File: src/rtl/asbp_pkg.sv
// shared constants and types for the sram controller
package asbp_pkg;
  localparam int unsigned ADDR_W = 18;
  localparam int unsigned DATA_W = 16;
  localparam int unsigned BYTE_W = 8;
  localparam int unsigned CLK_PERIOD_PS = 25000;
  // least cycle length per access, in ns
  localparam int unsigned CYCLE_MIN_NS = 70;
  // write data set-up to write end, in ns
  localparam int unsigned WRITE_DATA_SETUP_NS = 30;
  // read access from strobes to valid data, in ns
  localparam int unsigned READ_ACCESS_NS = 70;
  // cycles from pin change to a filtered word at the sync output
  localparam int unsigned SYNC_CYC = 4;
  // least times round up to whole cycles
  localparam int unsigned CYCLE_MIN_CYC =
    (CYCLE_MIN_NS * 1000 + CLK_PERIOD_PS - 1) / CLK_PERIOD_PS;
  localparam int unsigned SETUP_CYC =
    (WRITE_DATA_SETUP_NS * 1000 + CLK_PERIOD_PS - 1) / CLK_PERIOD_PS;
  localparam int unsigned READ_CYC =
    (READ_ACCESS_NS * 1000 + CLK_PERIOD_PS - 1) / CLK_PERIOD_PS;
  localparam int unsigned CNT_W = 4;
  localparam logic [CNT_W-1:0] CNT_ONE = 4'h1;
  localparam logic [CNT_W-1:0] CNT_ZERO = 4'h0;
  typedef enum logic [2:0] {
    ST_IDLE  = 3'b000,
    ST_SETUP = 3'b001,
    ST_WRITE = 3'b010,
    ST_READ  = 3'b011,
    ST_END   = 3'b100
  } asbp_state_t;
endpackage : asbp_pkg

File: src/rtl/asbp_sync.sv
// three-stage input synchroniser with agreement filter
`timescale 1ns/1ps
module asbp_sync #(
  parameter int unsigned W = 16
) (
  input wire logic clk_sys_i,
  input wire logic srst_i,
  input wire logic [W-1:0] async_i,
  output logic [W-1:0] sync_o
);
  logic [W-1:0] s1_q, s2_q, s3_q, out_q;
  logic [W-1:0] out_d;

  // accept a change only once stages two and three agree
  always_comb begin
    out_d = out_q;
    for (int i = 0; i < W; i++) begin
      if (s2_q[i] == s3_q[i]) begin
        out_d[i] = s3_q[i];
      end
    end
  end

  // first stage feeds only the second
  always_ff @(posedge clk_sys_i) begin
    if (srst_i) begin
      s1_q <= '0;
      s2_q <= '0;
      s3_q <= '0;
      out_q <= '0;
    end else begin
      s1_q <= async_i;
      s2_q <= s1_q;
      s3_q <= s2_q;
      out_q <= out_d;
    end
  end

  assign sync_o = out_q;
endmodule : asbp_sync

File: src/rtl/asbp_ctrl.sv
// pin-level controller for an asynchronous 256k x 16 static ram
`timescale 1ns/1ps
// Overview of operation
// [RQ1] ram holds 262144 sixteen-bit words, one per address
// [RQ2] write: chip select and write strobe low together store enabled lanes
// [RQ3] low lane enable writes data bits 0 to 7
// [RQ4] high lane enable writes data bits 8 to 15
// [RQ5] read: chip select and output enable low, write strobe high
// [RQ6] low lane enable reads lower byte onto bits 0 to 7
// [RQ7] high lane enable reads upper byte onto bits 8 to 15
// [RQ8] ram floats data whenever deselected, disabled or writing
// [RQ9] chip select high makes ram ignore all other inputs
// [RQ10] write window is overlap of chip select and write strobe low
// [RQ11] either strobe rising ends write; data referenced to first rise
// [RQ12] strobe write with output enable low lasts float delay plus set-up
// [RQ13] ram stays floating when both strobes rise together
// [RQ14] controller never drives data while ram may still drive it
// [RQ15] output enable high keeps ram data floating during writes
// [RQ16] address is valid no later than chip select falling
// [RQ17] each access cycle lasts at least 70 ns
// [RQ18] 18-bit address held stable through the whole access
module asbp_ctrl (
  input wire logic clk_sys_i,
  input wire logic srst_i,
  input wire logic req_valid_i,
  input wire logic req_write_i,
  input wire logic [asbp_pkg::ADDR_W-1:0] req_addr_i,
  input wire logic [asbp_pkg::DATA_W-1:0] req_wdata_i,
  input wire logic [1:0] req_byte_en_i,
  output logic req_ready_o,
  output logic rsp_valid_o,
  output logic [asbp_pkg::DATA_W-1:0] rsp_rdata_o,
  output logic [asbp_pkg::ADDR_W-1:0] sram_addr_o,
  output logic chip_select_n_o,
  output logic write_strobe_n_o,
  output logic output_enable_n_o,
  output logic lower_byte_enable_n_o,
  output logic upper_byte_enable_n_o,
  input wire logic [asbp_pkg::DATA_W-1:0] sram_data_i,
  output logic [asbp_pkg::DATA_W-1:0] sram_data_o,
  output logic sram_data_oe_o
);
  localparam logic [asbp_pkg::CNT_W-1:0] SETUP_N =
    asbp_pkg::CNT_W'(asbp_pkg::SETUP_CYC);
  // read holds the strobes through access time plus the sync path;
  // capturing any earlier would take a word from before the access
  localparam logic [asbp_pkg::CNT_W-1:0] READ_N =
    asbp_pkg::CNT_W'(asbp_pkg::READ_CYC + asbp_pkg::SYNC_CYC);
  localparam logic [asbp_pkg::CNT_W-1:0] CYC_N =
    asbp_pkg::CNT_W'(asbp_pkg::CYCLE_MIN_CYC);

  asbp_pkg::asbp_state_t state_q, state_d;
  logic [asbp_pkg::CNT_W-1:0] cnt_q, cnt_d;
  logic [asbp_pkg::CNT_W-1:0] cyc_q, cyc_d;
  logic [asbp_pkg::ADDR_W-1:0] addr_q, addr_d;
  logic [asbp_pkg::DATA_W-1:0] wdata_q, wdata_d;
  logic [asbp_pkg::DATA_W-1:0] rdata_q, rdata_d;
  logic [1:0] be_q, be_d;
  logic cs_n_q, cs_n_d, we_n_q, we_n_d, oe_n_q, oe_n_d;
  logic doe_q, doe_d, ready_q, ready_d, rvalid_q, rvalid_d;
  logic [asbp_pkg::DATA_W-1:0] data_sync;

  // data pins come from another domain, so they are filtered
  asbp_sync #(
    .W(asbp_pkg::DATA_W)
  ) u_sync (
    .clk_sys_i(clk_sys_i),
    .srst_i(srst_i),
    .async_i(sram_data_i),
    .sync_o(data_sync)
  );

  // access sequencer
  always_comb begin
    state_d = state_q;
    cnt_d = cnt_q;
    cyc_d = (cyc_q != asbp_pkg::CNT_ZERO) ? cyc_q - asbp_pkg::CNT_ONE
                                          : cyc_q;
    addr_d = addr_q;
    wdata_d = wdata_q;
    rdata_d = rdata_q;
    be_d = be_q;
    cs_n_d = cs_n_q;
    we_n_d = we_n_q;
    oe_n_d = oe_n_q;
    doe_d = doe_q;
    ready_d = ready_q;
    rvalid_d = 1'b0;
    unique case (state_q)
      asbp_pkg::ST_IDLE: begin
        if (req_valid_i && ready_q) begin
          // [RQ16] address set in the same cycle as select
          // [RQ18] address latched here
          addr_d = req_addr_i;
          wdata_d = req_wdata_i;
          be_d = ~req_byte_en_i;
          ready_d = 1'b0;
          cs_n_d = 1'b0;
          cyc_d = CYC_N;
          if (req_write_i) begin
            // [RQ15] output enable held high on writes
            oe_n_d = 1'b1;
            // [RQ10] both strobes low open the window
            we_n_d = 1'b0;
            // [RQ14] drive only with ram outputs disabled
            doe_d = 1'b1;
            cnt_d = SETUP_N;
            state_d = asbp_pkg::ST_WRITE;
          end else begin
            // [RQ5] read with write strobe high
            oe_n_d = 1'b0;
            we_n_d = 1'b1;
            cnt_d = READ_N;
            state_d = asbp_pkg::ST_READ;
          end
        end
      end
      asbp_pkg::ST_WRITE: begin
        cnt_d = cnt_q - asbp_pkg::CNT_ONE;
        if (cnt_q == asbp_pkg::CNT_ONE) begin
          // [RQ11] write strobe rises first; data held one more cycle
          we_n_d = 1'b1;
          state_d = asbp_pkg::ST_SETUP;
        end
      end
      asbp_pkg::ST_SETUP: begin
        // [RQ2] release select after data hold
        cs_n_d = 1'b1;
        doe_d = 1'b0;
        state_d = asbp_pkg::ST_END;
      end
      asbp_pkg::ST_READ: begin
        cnt_d = cnt_q - asbp_pkg::CNT_ONE;
        if (cnt_q == asbp_pkg::CNT_ONE) begin
          // [RQ6] [RQ7] capture only the enabled lanes
          for (int i = 0; i < 2; i++) begin
            if (!be_q[i]) begin
              rdata_d[i*asbp_pkg::BYTE_W +: asbp_pkg::BYTE_W] =
                data_sync[i*asbp_pkg::BYTE_W +: asbp_pkg::BYTE_W];
            end
          end
          rvalid_d = 1'b1;
          cs_n_d = 1'b1;
          oe_n_d = 1'b1;
          state_d = asbp_pkg::ST_END;
        end
      end
      asbp_pkg::ST_END: begin
        // [RQ17] hold off the next access until cycle time
        if (cyc_q <= asbp_pkg::CNT_ONE) begin
          ready_d = 1'b1;
          state_d = asbp_pkg::ST_IDLE;
        end
      end
      default: begin
        state_d = asbp_pkg::ST_IDLE;
      end
    endcase
  end

  // register the sequencer
  always_ff @(posedge clk_sys_i) begin
    if (srst_i) begin
      state_q <= asbp_pkg::ST_IDLE;
      cnt_q <= asbp_pkg::CNT_ZERO;
      cyc_q <= asbp_pkg::CNT_ZERO;
      addr_q <= '0;
      wdata_q <= '0;
      rdata_q <= '0;
      be_q <= 2'h3;
      cs_n_q <= 1'b1;
      we_n_q <= 1'b1;
      oe_n_q <= 1'b1;
      doe_q <= 1'b0;
      ready_q <= 1'b1;
      rvalid_q <= 1'b0;
    end else begin
      state_q <= state_d;
      cnt_q <= cnt_d;
      cyc_q <= cyc_d;
      addr_q <= addr_d;
      wdata_q <= wdata_d;
      rdata_q <= rdata_d;
      be_q <= be_d;
      cs_n_q <= cs_n_d;
      we_n_q <= we_n_d;
      oe_n_q <= oe_n_d;
      doe_q <= doe_d;
      ready_q <= ready_d;
      rvalid_q <= rvalid_d;
    end
  end

  // [RQ3] [RQ4] lanes steered by byte enables
  assign sram_addr_o = addr_q;
  assign sram_data_o = wdata_q;
  assign sram_data_oe_o = doe_q;
  assign chip_select_n_o = cs_n_q;
  assign write_strobe_n_o = we_n_q;
  assign output_enable_n_o = oe_n_q;
  assign lower_byte_enable_n_o = be_q[0];
  assign upper_byte_enable_n_o = be_q[1];
  assign req_ready_o = ready_q;
  assign rsp_valid_o = rvalid_q;
  assign rsp_rdata_o = rdata_q;
endmodule : asbp_ctrl

File: config.mk
export PLATFORM = sky130hd
export DESIGN_NAME = asbp_ctrl
export DESIGN_NICKNAME = d
export VERILOG_FILES = /design/src/rtl/asbp_pkg.sv /design/src/rtl/asbp_sync.sv /design/src/rtl/asbp_ctrl.sv
export SDC_FILE = /design/constraint.sdc
export NUM_CORES = 1
export LEC_CHECK = 0
export ABC_AREA = 0
export CAP_MARGIN = 10
export CORE_AREA = 10 10 104 106
export DETAILED_ROUTE_END_ITERATION = 8
export DIE_AREA = 0 0 114 116
export DONT_BUFFER_PORTS = 1
export GPL_TIMING_DRIVEN = 0
export PLACE_DENSITY = 0.69
export SETUP_SLACK_MARGIN = 0.02
export SLEW_MARGIN = 5
export SYNTH_ARGS = -nofsm -noshare
export SYNTH_HDL_FRONTEND = slang
export SYNTH_SLANG_ARGS = --single-unit
File: constraint.sdc
create_clock -name clk_sys_i -period 2 [get_ports clk_sys_i]
set_input_delay 0.2 -clock clk_sys_i [delete_from_list [all_inputs] [get_ports clk_sys_i]]
set_output_delay 0.2 -clock clk_sys_i [all_outputs]
set_load 0.005 [all_outputs]
==> results of run 1 <==
area by class of cell:
cell class | instances | area [sq um]
antenna | 1 | 2.50
buffer | 34 | 159
clock buffer | 18 | 418
clock inverter | 14 | 151
fill | 671 | 2700
inverter | 7 | 26.3
multi-input combinational | 318 | 1910
sequential | 133 | 2660
tap | 108 | 135
timing repair buffer | 52 | 520
routing by layer:
layer / up-vias / routed length [um] / GRT usage (%)
li1: 1840 / - / -
met1: 1802 / 4680 / 19.6
met2: 131 / 6240 / 31.3
met3: 22 / 1070 / 7.08
met4: 0 / 221 / 8.52
met5: - / 0 / 0
layout by cell type (no fill, tap or decap), types with 8 or more instances in the layout:
cell	count
dfxtp_1	133
a21oi_1	54
dlygate4sd3_1	52
nor2b_1	50
o21ai_0	50
nand3_1	35
nand2b_1	34
clkbuf_1	24
nand2_1	20
mux2i_1	16
clkbuf_16	16
nor3_1	8
flip-flops by register name (all words and copies together), names as in the netlist:
name / flops
rsp_valid_o: 1
state_q: 3
cnt_q: 4
sram_data_o: 16
rsp_rdata_o: 16
write_strobe_n_o: 1
u_sync.s3_q: 16
u_sync.s1_q: 16
sram_data_oe_o: 1
sram_addr_o: 18
u_sync.sync_o: 16
req_ready_o: 1
cyc_q: 4
chip_select_n_o: 1
be_q: 2
u_sync.s2_q: 16
output_enable_n_o: 1
worst paths after layout:
| kind | endpoint | slack (ns) | start |
|---|---|---|---|
| max | sram_data_o[13] | 0.33 | req_ready_o |
| max reg2reg | sram_data_o[13] | 0.33 | req_ready_o |
| min reg2reg | u_sync.s2_q[9] | 0.43 | u_sync.s1_q[9] |
| min | be_q[0] | 0.03 | req_byte_en_i[0] |
through the flow:
stage	setup slack [ns]	area (sq um)	total power, uW	utilization, %
after global routing	0.166	5980	8270	68.9
final	0.329	5980	7880	68.9
after global placement	0.376	4890	4780	56.4
after floorplan	0.495	4760	4450	-
after CTS	0.300	5980	7910	68.9
after detailed placement	0.334	4890	4870	56.4
power breakdown:
| group | leakage (uW) | internal (uW) | total [uW] | switching (uW) |
|---|---|---|---|---|
| Clock | 0.000282 | 1790 | 2950 | 1160 |
| Combinational | 0.000792 | 661 | 1630 | 971 |
| Sequential | 0.00109 | 2990 | 3300 | 307 |
logic make-up after synthesis:
kind of cell	count (synthesis)	synth area share, %
compound gates	123	14.0
mux	17	3.60
fa+ha+maj	5	1.32
xor+xnor	3	0.553
flops	133	56.0
simple gates	170	20.6
buf+inv	41	3.89
==> out/qor.yml, run 1 <==
outcome: "finished clean"
r2r_cells: 5
clkSlewWorstSetupHoldPaths_ns: 0.06
grt-ovfl-total: 0
clock_latency_ns: 0.52
cap_violations: 0
fmax_ghz: 0.598
async_flop_share_pct: 0
design.die.area_sq_um: 13200
htree_levels: 4
first_pass_iters: 5
grt_setup_unrepaired: "false"
ys_types: 41
synth_flop_cell: "dfxtp_1"
slew_violations: 0
tritoncts: "yes"
yosys-top-cells-area: "dfxtp_1, nor2b_1, a21oi_1, o21ai_0, nand2b_1"
globalplace.congestion: 0.801
worstPathRequired_ns: 2.43
hold_ws_ns: 0.0260
ys_warn_count: 0
setup_viol: 0
root_buffer: "clkbuf_8"
setup_tns_ns: 0
hold_depth: 2
cellPowerDensity_nw_per_um2: 1320
synth_common_cells: "dfxtp_1, a21oi_1, nor2b_1, o21ai_0, nand3_1"
cp.arrival_ns: 2.11
cts_buffers: 17
drc: 0
track_usage_pct: 18.3
worst_slew_pin_slew_ns: 0.608
synth_most_common_cell: "dfxtp_1"
synth_edf_count: 0
vias_per_cell: 5.54
port_buffers: 0
cp_max_fo: 10
dp.cells: 600
yosysTopAreaCell: "dfxtp_1"
dpl.hpwl_mm: 8.20
p_leak_uw: 0.00216
grt_pass1_vias: 3785
instances_no_fill: 685
holdCritPathClass: "input port to flop"
slowest_delay_ns: 0.39
syn_nets: 553
rows: 34
crit_path_end_kind: "flop"
detail_route.iter0.violations: 210
synth_top_area_share_pct: 56.0
initial_core_util_pct: 54.8
cts.sinks: 133
crit_slowest_cell: "dfxtp_1"
timing.final.crit_share_pct: 83.6
slew_headroom_pct: 59.3
ys_seq_area_share_pct: 56.0
num_io_pins: 114
clock_path_buffers: 2
num_vias: 3795
syn_area_per_cell_sq_um: 9.67
wl_per_cell_um: 17.8
antenna_found_initial: 1
postCtsSetupRepairBufs: 0
critPathTopFamily: "buffers and inverters"
die_height_um: 116
final_nets: 624
cp.depth: 5
crit_path_start_kind: "flop"
cp_num_buf_inv: 2
synth.cell_area_sq_um: 4760
coreArea_sq_um: 8680
drt-total-wl_mm: 12.2
grt_max_degree: 17
syn_to_final_growth_pct: 25.8
peakVddDrop_mv: 0.772
drive_above_1_share_pct: 7.99
post_cts_resized: 0
dieWidth_um: 114
critPathKind: "flop to flop"
finalCriticalPeriod_ns: 1.67
hold_buffers: 52
yosys_register_bits: 133
hold_violations: 0
crit_chain: "and2_1 > buf_2 > clkbuf_1 > nand3_1 > a21oi_1"
netlist_instances: 492
fin_skew_ns: 0.0117
drtAntennaViolNets: 0
grt_pass1_wl_mm: 19.1
(Power assumes the default switching activity.)
==> run 2, diff against run 1 <==
- ABC_AREA: 0 -> 1
- CORE_AREA: 10 10 104 106 -> 10 10 103 105
- DIE_AREA: 0 0 114 116 -> 0 0 113 115
- PLACE_DENSITY: 0.69 -> 0.71
- clock period: 2 -> 1.4 ns (I/O delays scaled with it)
==> run 2 against run 1 <==
Against the previous run:
- first-iteration DRC count grew 34%
- utilization rose by 2.5 points
- combinational power up 55%
- synthesized cell count rose by 15%
- critical endpoint is now sram_addr_o[5]
==> out/qor.yml, run 2 <==
outcome: "finished clean"  # unchanged
netlist_instances: 565  # was 492
p_comb_share_pct: 21.6  # was 20.7%
die_height_um: 115  # was 116 um
critPathTopFamily: "simple AND/OR/NAND/NOR gates"  # was buffers and inverters
holdCritPathClass: "input port to flop"  # unchanged
drt-total-wl_mm: 11.9  # was 12.2 mm
crit_slowest_cell: "dfxtp_4"  # was dfxtp_1
fin_skew_ns: 0.00712  # was 0.0117 ns
drive_above_1_share_pct: 13.6  # was 7.99%
slew_headroom_pct: 58.8  # was 59.3%
setup_slack_ns: 0.0574  # was 0.329 ns
cp_max_fo: 10  # unchanged
final_common_cell: "nor2_1"  # was dfxtp_1
synth_most_common_cell: "nor2_1"  # was dfxtp_1
root_buffer: "clkbuf_8"  # unchanged
synth_edf_count: 0  # unchanged
p_leak_uw: 0.00272  # was 0.00216 uW
dieWidth_um: 113  # was 114 um
diodes: 0  # was 1
cellPowerDensity_nw_per_um2: 1920  # was 1320 nW/um^2
final_nets: 711  # was 624
globalplace.congestion: 0.850  # was 0.801
reg2reg_to: "sram_addr_o[5]"  # was sram_data_o[13]
hold_depth: 4  # was 2
hold_ws_ns: 0.0433  # was 0.0260 ns
fmax_ghz: 0.745  # was 0.598 GHz
slowest_delay_ns: 0.37  # was 0.39 ns
clock_path_buffers: 2  # unchanged
crit_start: "state_q[1]"  # was req_ready_o
clkSlewWorstSetupHoldPaths_ns: 0.06  # about the same
layout_common_cells: "nor2_1, dfxtp_1, inv_1"  # was dfxtp_1, a21oi_1, dlygate4sd3_1
slew_violations: 0  # unchanged
crit_path_start_kind: "flop"  # unchanged
cts.sinks: 133  # unchanged
htree_levels: 4  # unchanged
vias_per_cell: 4.95  # was 5.54
grt_pass1_vias: 3661  # was 3785
seq_area_sq_um: 2680  # was 2660 sq um
tritoncts: "yes"  # unchanged
hold_violations: 0  # unchanged
crit_chain: "nor2_4 > nand4_1 > buf_6 > buf_6 > nor2_1 > nor2_1"  # was and2_1 > buf_2 > clkbuf_1 > nand3_1 > a21oi_1
num_vias: 3813  # was 3795
multi_input_area_sq_um: 1650  # was 1910 sq um
place_ws_ns: -0.0807  # was 0.334 ns
internal_power_uw: 8080  # was 5440 uW
critPathKind: "flop to flop"  # unchanged
fillCellCount: 625  # was 671
largest_reg_flops: 18  # unchanged
ys_warn_count: 0  # unchanged
drtAntennaViolNets: 0  # unchanged
design.die.area_sq_um: 13000  # was 13200 sq um
rows: 34  # unchanged
pwr-share-clk_pct: 36.7  # was 37.4%
ys_seq_area_share_pct: 57.5  # was 56.0%
first_pass_iters: 4  # was 5
num_io_pins: 114  # unchanged
synth.cell_area_sq_um: 4630  # was 4760 sq um
wl_per_cell_um: 15.4  # was 17.8 um
track_usage_pct: 17.2  # was 18.3%
yosysTopAreaCell: "dfxtp_1"  # unchanged
grt_pass1_wl_mm: 18.2  # was 19.1 mm
syn_nets: 626  # was 553
cp_num_buf_inv: 2  # unchanged
peakVddDrop_mv: 0.881  # was 0.772 mV
drc: 0  # unchanged
antenna_found_initial: 0  # was 1
r2r_start: "state_q[1]"  # was req_ready_o
async_flop_share_pct: 0  # unchanged
worst_slew_pin_slew_ns: 0.618  # was 0.608 ns
cap_violations: 0  # unchanged
yosys_register_bits: 133  # unchanged
cts_buffers: 17  # unchanged
worstPathRequired_ns: 1.79  # was 2.43 ns
yosys-top-cells-area: "dfxtp_1, nor2_1, o21ai_0, inv_1, a21oi_1"  # was dfxtp_1, nor2b_1, a21oi_1, o21ai_0, nand2b_1
cp.depth: 6  # was 5
grt_max_degree: 17  # unchanged
detail_route.iter0.violations: 282  # was 210
ys_types: 30  # was 41
crit_end: "sram_addr_o[5]"  # was sram_data_o[13]
switching_share_pct: 31.1  # was 31.0%
finalCriticalPeriod_ns: 1.34  # was 1.67 ns
setup_viol: 0  # unchanged
crit_path_end_kind: "flop"  # unchanged
dpl.hpwl_mm: 7.61  # was 8.20 mm
seq_power_share_pct: 41.7  # was 41.8%
grt_setup_unrepaired: "true"  # was false
synth_flop_cell: "dfxtp_1"  # unchanged
syn_area_per_cell_sq_um: 8.20  # was 9.67 sq um
switching_power_uw: 3650  # was 2440 uW
clock_latency_ns: 0.51  # was 0.52 ns
synth_common_cells: "nor2_1, dfxtp_1, inv_1"  # was dfxtp_1, a21oi_1, nor2b_1, o21ai_0, nand3_1
grt-ovfl-total: 0  # unchanged
timing.final.crit_share_pct: 95.9  # was 83.6%
rrSetupSlack_ns: 0.06  # was 0.33 ns
syn_to_final_growth_pct: 31.8  # was 25.8%
port_buffers: 0  # unchanged
synth_top_area_share_pct: 57.5  # was 56.0%
cp.arrival_ns: 1.73  # was 2.11 ns
r2r_cells: 6  # was 5
initial_core_util_pct: 54.2  # was 54.8%
coreArea_sq_um: 8550  # was 8680 sq um
[run 2: cell count changes after synthesis, sizes merged, moves of 13 or more]
cell / change
a21oi: -30
inv: +65
mux2i: -16
nand2: +13
nand2b: -34
nand3: -23
nor2: +172
nor2b: -50
o21ai: +22
[run 2: metrics by stage]
step | area, sq um | power [uW] | TNS [ns] | utilization (%) | instances
2_1_floorplan | 4630 | 6340 | 0 | - | 565
3_3_place_gp | 4770 | 6770 | -0.305 | 55.8 | 673
3_5_place_dp | 4770 | 6880 | -0.719 | 55.8 | 673
4_1_cts | 5950 | 11400 | 0 | 69.6 | 763
5_1_grt | 6110 | 12400 | -0.0305 | 71.4 | 771
6_report | 6110 | 11700 | 0 | 71.4 | 771
[run 2: cells by family after synthesis]
| logic type | Yosys count | synth area share, % |
|---|---|---|
| xor+xnor | 2 | 0.378 |
| compound gates | 101 | 11.2 |
| buf+inv | 94 | 9.05 |
| flops | 133 | 57.5 |
| simple gates | 230 | 20.6 |
| fa+ha+maj | 5 | 1.35 |
[run 2: worst min-delay path by stage]
stage	startpoint	end	slack, ns
6_report	req_valid_i	sram_data_o[15]	0.04
5_1_grt	req_valid_i	sram_data_o[15]	0.07
3_5_place_dp	req_byte_en_i[0]	be_q[0]	0.25
3_3_place_gp	req_byte_en_i[0]	be_q[0]	0.24
2_1_floorplan	req_byte_en_i[0]	be_q[0]	0.24
4_1_cts	req_valid_i	cnt_q[0]	0.04
[run 2: power groups by stage]
stage	registers, uW	logic [uW]	clock network (uW)
4_1_cts	4830	2180	4350
2_1_floorplan	4740	1600	0
3_3_place_gp	4870	1890	0
3_5_place_dp	4890	1980	0
5_1_grt	4960	2860	4530
6_report	4890	2530	4300
[run 2: worst reg2reg max path, cell delays in order, from the launching register on]
cell     delay, ns
dfxtp_4       0.37
nor2_4        0.15
nand4_1       0.19
buf_6         0.19
buf_6         0.14
nor2_1        0.11
nor2_1        0.07
[run 2: routing by layer]
metal | global-route usage (%) | vias to the layer above | routed length [um]
li1 | - | 1933 | -
met1 | 18.1 | 1744 | 4740
met2 | 30.4 | 130 | 5990
met3 | 7.92 | 6 | 1110
met4 | 4.65 | 0 | 57
met5 | 0 | - | 0
[run 2: timing repair]
action,in CTS,in global routing
endpoints found under the setup margin,17,50
gates cloned,0,5
endpoints found under the hold margin,57,0
setup buffers,4,3
resized for setup,8,35
pin swaps,4,12
hold buffers,54,0
[run 2: layout make-up]
cell class | count | area share [%]
Timing Repair Buffer | 64 | 10.2
Clock inverter | 13 | 2.42
Sequential cell | 133 | 43.9
Buffer | 22 | 2.50
Multi-Input combinational cell | 340 | 27.0
Clock buffer | 19 | 7.23
Inverter | 72 | 4.59
Tap cell | 108 | 2.21
==> run 3, diff against run 2 <==
- CTS_BUF_LIST: unset -> sky130_fd_sc_hd__clkbuf_4 sky130_fd_sc_hd__clkbuf_8 sky130_fd_sc_hd__clkbuf_16
- SYNTH_HIERARCHICAL: unset -> 1
==> run 3 against run 2 <==
Against the previous run:
- sequential power is 3% lower
- critical path depth grew 3
- highest routed layer unchanged
- sequential share of layout area down 0.60 points
==> out/qor.yml, run 3 <==
outcome: "finished clean"  # unchanged
yosysTopAreaCell: "dfxtp_1"  # unchanged
grt_max_degree: 17  # unchanged
slew_headroom_pct: 67.0  # was 58.8%
root_buffer: "clkbuf_8"  # unchanged
wl_per_cell_um: 14.7  # was 15.4 um
antenna_found_initial: 0  # unchanged
instances_no_fill: 778  # was 771
setup_tns_ns: 0  # unchanged
track_usage_pct: 17.2  # about the same
syn_nets: 623  # was 626
final_cell_area_sq_um: 6170  # was 6110 sq um
timing.final.crit_share_pct: 95.2  # was 95.9%
clock_latency_ns: 0.50  # was 0.51 ns
initial_core_util_pct: 53.8  # was 54.2%
crit_start: "cnt_q[1]"  # was state_q[1]
hold_depth: 4  # unchanged
synth.cell_area_sq_um: 4600  # was 4630 sq um
holdCritStartpoint: "req_valid_i"  # unchanged
cap_violations: 0  # unchanged
cp_max_fo: 6  # was 10
port_buffers: 0  # unchanged
grt_setup_unrepaired: "true"  # unchanged
syn_area_per_cell_sq_um: 8.17  # was 8.20 sq um
worst_slew_pin_slew_ns: 0.495  # was 0.618 ns
synth_top_area_share_pct: 57.9  # was 57.5%
htree_levels: 4  # unchanged
fin_skew_ns: 0.00571  # was 0.00712 ns
crit_slowest_cell: "dfxtp_2"  # was dfxtp_4
whs_endpoint: "write_strobe_n_o"  # was sram_data_o[15]
drtAntennaViolNets: 0  # unchanged
peakVddDrop_mv: 1.05  # was 0.881 mV
p_leak_uw: 0.00265  # was 0.00272 uW
synth_most_common_cell: "dfxtp_1"  # was nor2_1
final_common_cell: "dfxtp_1"  # was nor2_1
r2r_cells: 9  # was 6
layout_common_cells: "dfxtp_1, nor2_1, nand2_1"  # was nor2_1, dfxtp_1, inv_1
grt-ovfl-total: 0  # unchanged
cts.sinks: 133  # unchanged
detail_route.iter0.violations: 227  # was 282
diodes: 0  # unchanged
slew_violations: 0  # unchanged
final_nets: 717  # was 711
reg2reg_to: "rsp_rdata_o[3]"  # was sram_addr_o[5]
largest_reg_flops: 18  # unchanged
fmax_ghz: 0.750  # was 0.745 GHz
die_height_um: 115  # unchanged
setup_viol: 0  # unchanged
async_flop_share_pct: 0  # unchanged
num_io_pins: 114  # unchanged
ys_warn_count: 6  # was 0
slowest_delay_ns: 0.32  # was 0.37 ns
grt_pass1_wl_mm: 18.0  # was 18.2 mm
tritoncts: "yes"  # unchanged
dp.cells: 671  # was 673
coreArea_sq_um: 8550  # unchanged
first_pass_iters: 4  # unchanged
finalCriticalPeriod_ns: 1.33  # was 1.34 ns
synth_edf_count: 0  # unchanged
yosys_register_bits: 133  # unchanged
drt-total-wl_mm: 11.4  # was 11.9 mm
cp.arrival_ns: 1.77  # was 1.73 ns
cp_common_cell: "inv_2"
cts_buffers: 17  # unchanged
critPathTopFamily: "simple AND/OR/NAND/NOR gates"  # unchanged
worstPathRequired_ns: 1.84  # was 1.79 ns
drc: 0  # unchanged
clock_path_buffers: 2  # unchanged
dieWidth_um: 113  # unchanged
crit_path_start_kind: "flop"  # unchanged
drive_above_1_share_pct: 11.8  # was 13.6%
yosys-top-cells-area: "dfxtp_1, nor2_1, nand2_1, a21oi_1, inv_1"  # was dfxtp_1, nor2_1, o21ai_0, inv_1, a21oi_1
ys_types: 29  # was 30
r2r_start: "cnt_q[1]"  # was state_q[1]
holdCritPathClass: "input port to flop"  # unchanged
rows: 34  # unchanged
netlist_instances: 563  # was 565
globalplace.congestion: 0.808  # was 0.850
crit_chain: "inv_2 > ha_4 > nand3_4 > inv_2 > nand2_4 > nor2_4 > buf_12 > o21ai_1 > nor2_1"  # was nor2_4 > nand4_1 > buf_6 > buf_6 > nor2_1 > nor2_1
num_vias: 3830  # was 3813
hold_violations: 0  # unchanged
clkSlewWorstSetupHoldPaths_ns: 0.06  # about the same
grt_pass1_vias: 3823  # was 3661
synth_flop_cell: "dfxtp_1"  # unchanged
crit_path_end_kind: "flop"  # unchanged
cellPowerDensity_nw_per_um2: 1850  # was 1920 nW/um^2
rrSetupSlack_ns: 0.07  # was 0.06 ns
ys_seq_area_share_pct: 57.9  # was 57.5%
placedInstanceArea_sq_um: 4730  # was 4770 sq um
vias_per_cell: 4.92  # was 4.95
cp_num_buf_inv: 3  # was 2
design.die.area_sq_um: 13000  # unchanged
dpl.hpwl_mm: 7.49  # was 7.61 mm
syn_to_final_growth_pct: 34.3  # was 31.8%
critPathKind: "flop to flop"  # unchanged
synth_common_cells: "dfxtp_1, nor2_1, nand2_1"  # was nor2_1, dfxtp_1, inv_1
[run 3: changes by cell type after synthesis, moves of 5 or more]
cell     delta
nand2_1    +68
buf_2       +5
o21ai_0    -36
a21oi_1    +35
inv_2       +5
nor2_1     -68
[run 3: worst max-delay path by stage]
stage	end	slack, ns	depth (start not counted)
after global placement	rsp_rdata_o[6]	-0.05	9
after detailed placement	rsp_rdata_o[6]	-0.06	9
after CTS	req_ready_o	0.005	5
after floorplan	rsp_rdata_o[0]	0.15	9
after global routing	rsp_rdata_o[2]	-0.03	7
final	rsp_rdata_o[3]	0.07	9
[run 3: final cells by class]
cell class,instances,area [sq um]
plain buffers,20,130
clock buffers,20,443
clock inverters,12,155
fillers,605,2380
inverters,73,282
multi-input cells,337,1590
flip-flops and latches,133,2670
well taps,108,135
repair buffers,75,766
[run 3: cells by family (layout without fill, tap and decap cells)]
group                      count (synthesis)  in the layout  share of synthesized area (%)
buffers and inverters                     93            200                           8.74
xor gates and xnor gates                   2              2                          0.381
DFF                                      133            133                           57.9
AOI/OAI and AO/OA                        102            102                           11.4
and+or+nand+nor                          229            229                           20.4
adders and majority gates                  4              4                           1.09
[run 3: through the flow]
step	util [%]	hold WS [ns]	setup slack [ns]	total power, uW
after floorplan	-	0.247	0.151	6210
after global placement	55.3	0.248	-0.0482	6610
after detailed placement	55.3	0.250	-0.0574	6740
after CTS	71.3	0.0441	0.00495	11300
after global routing	72.2	0.112	-0.0292	12100
final	72.2	0.0773	0.0667	11400
[run 3: worst register-to-register path, stage by stage, from the launching register on]
cell     delay (ns)
dfxtp_2        0.32
inv_2          0.08
ha_4           0.15
nand3_4        0.08
inv_2          0.08
nand2_4        0.07
nor2_4         0.18
buf_12         0.14
o21ai_1        0.06
nor2_1         0.11
[run 3: metal layers]
layer  routed length, um  share of wire, %  GRT usage, %  vias to the layer above
met5                   0                 0             0                        -
met4                 356               3.1          10.2                        0
met3                 936               8.2          6.93                       28
met2                5890                51          31.3                      110
met1                4260                37          15.8                     1744
li1                    -                 -             -                     1948
[run 3: what timing repair did]
item                                    4_1_cts  5_1_grt
hold endpoints to repair                     85        0
setup buffers                                 2        2
endpoints found under the setup margin       38       63
hold buffers                                 71        0
pin swaps                                     2       10
gates resized for setup                       6       27
[run 3: power breakdown]
group	leakage, uW	total, uW	switching [uW]	internal (uW)
logic	0.00127	2350	1380	977
registers	0.00109	4730	452	4270
clock network	0.000292	4370	1570	2800
total	0.00265	11400	3400	8050
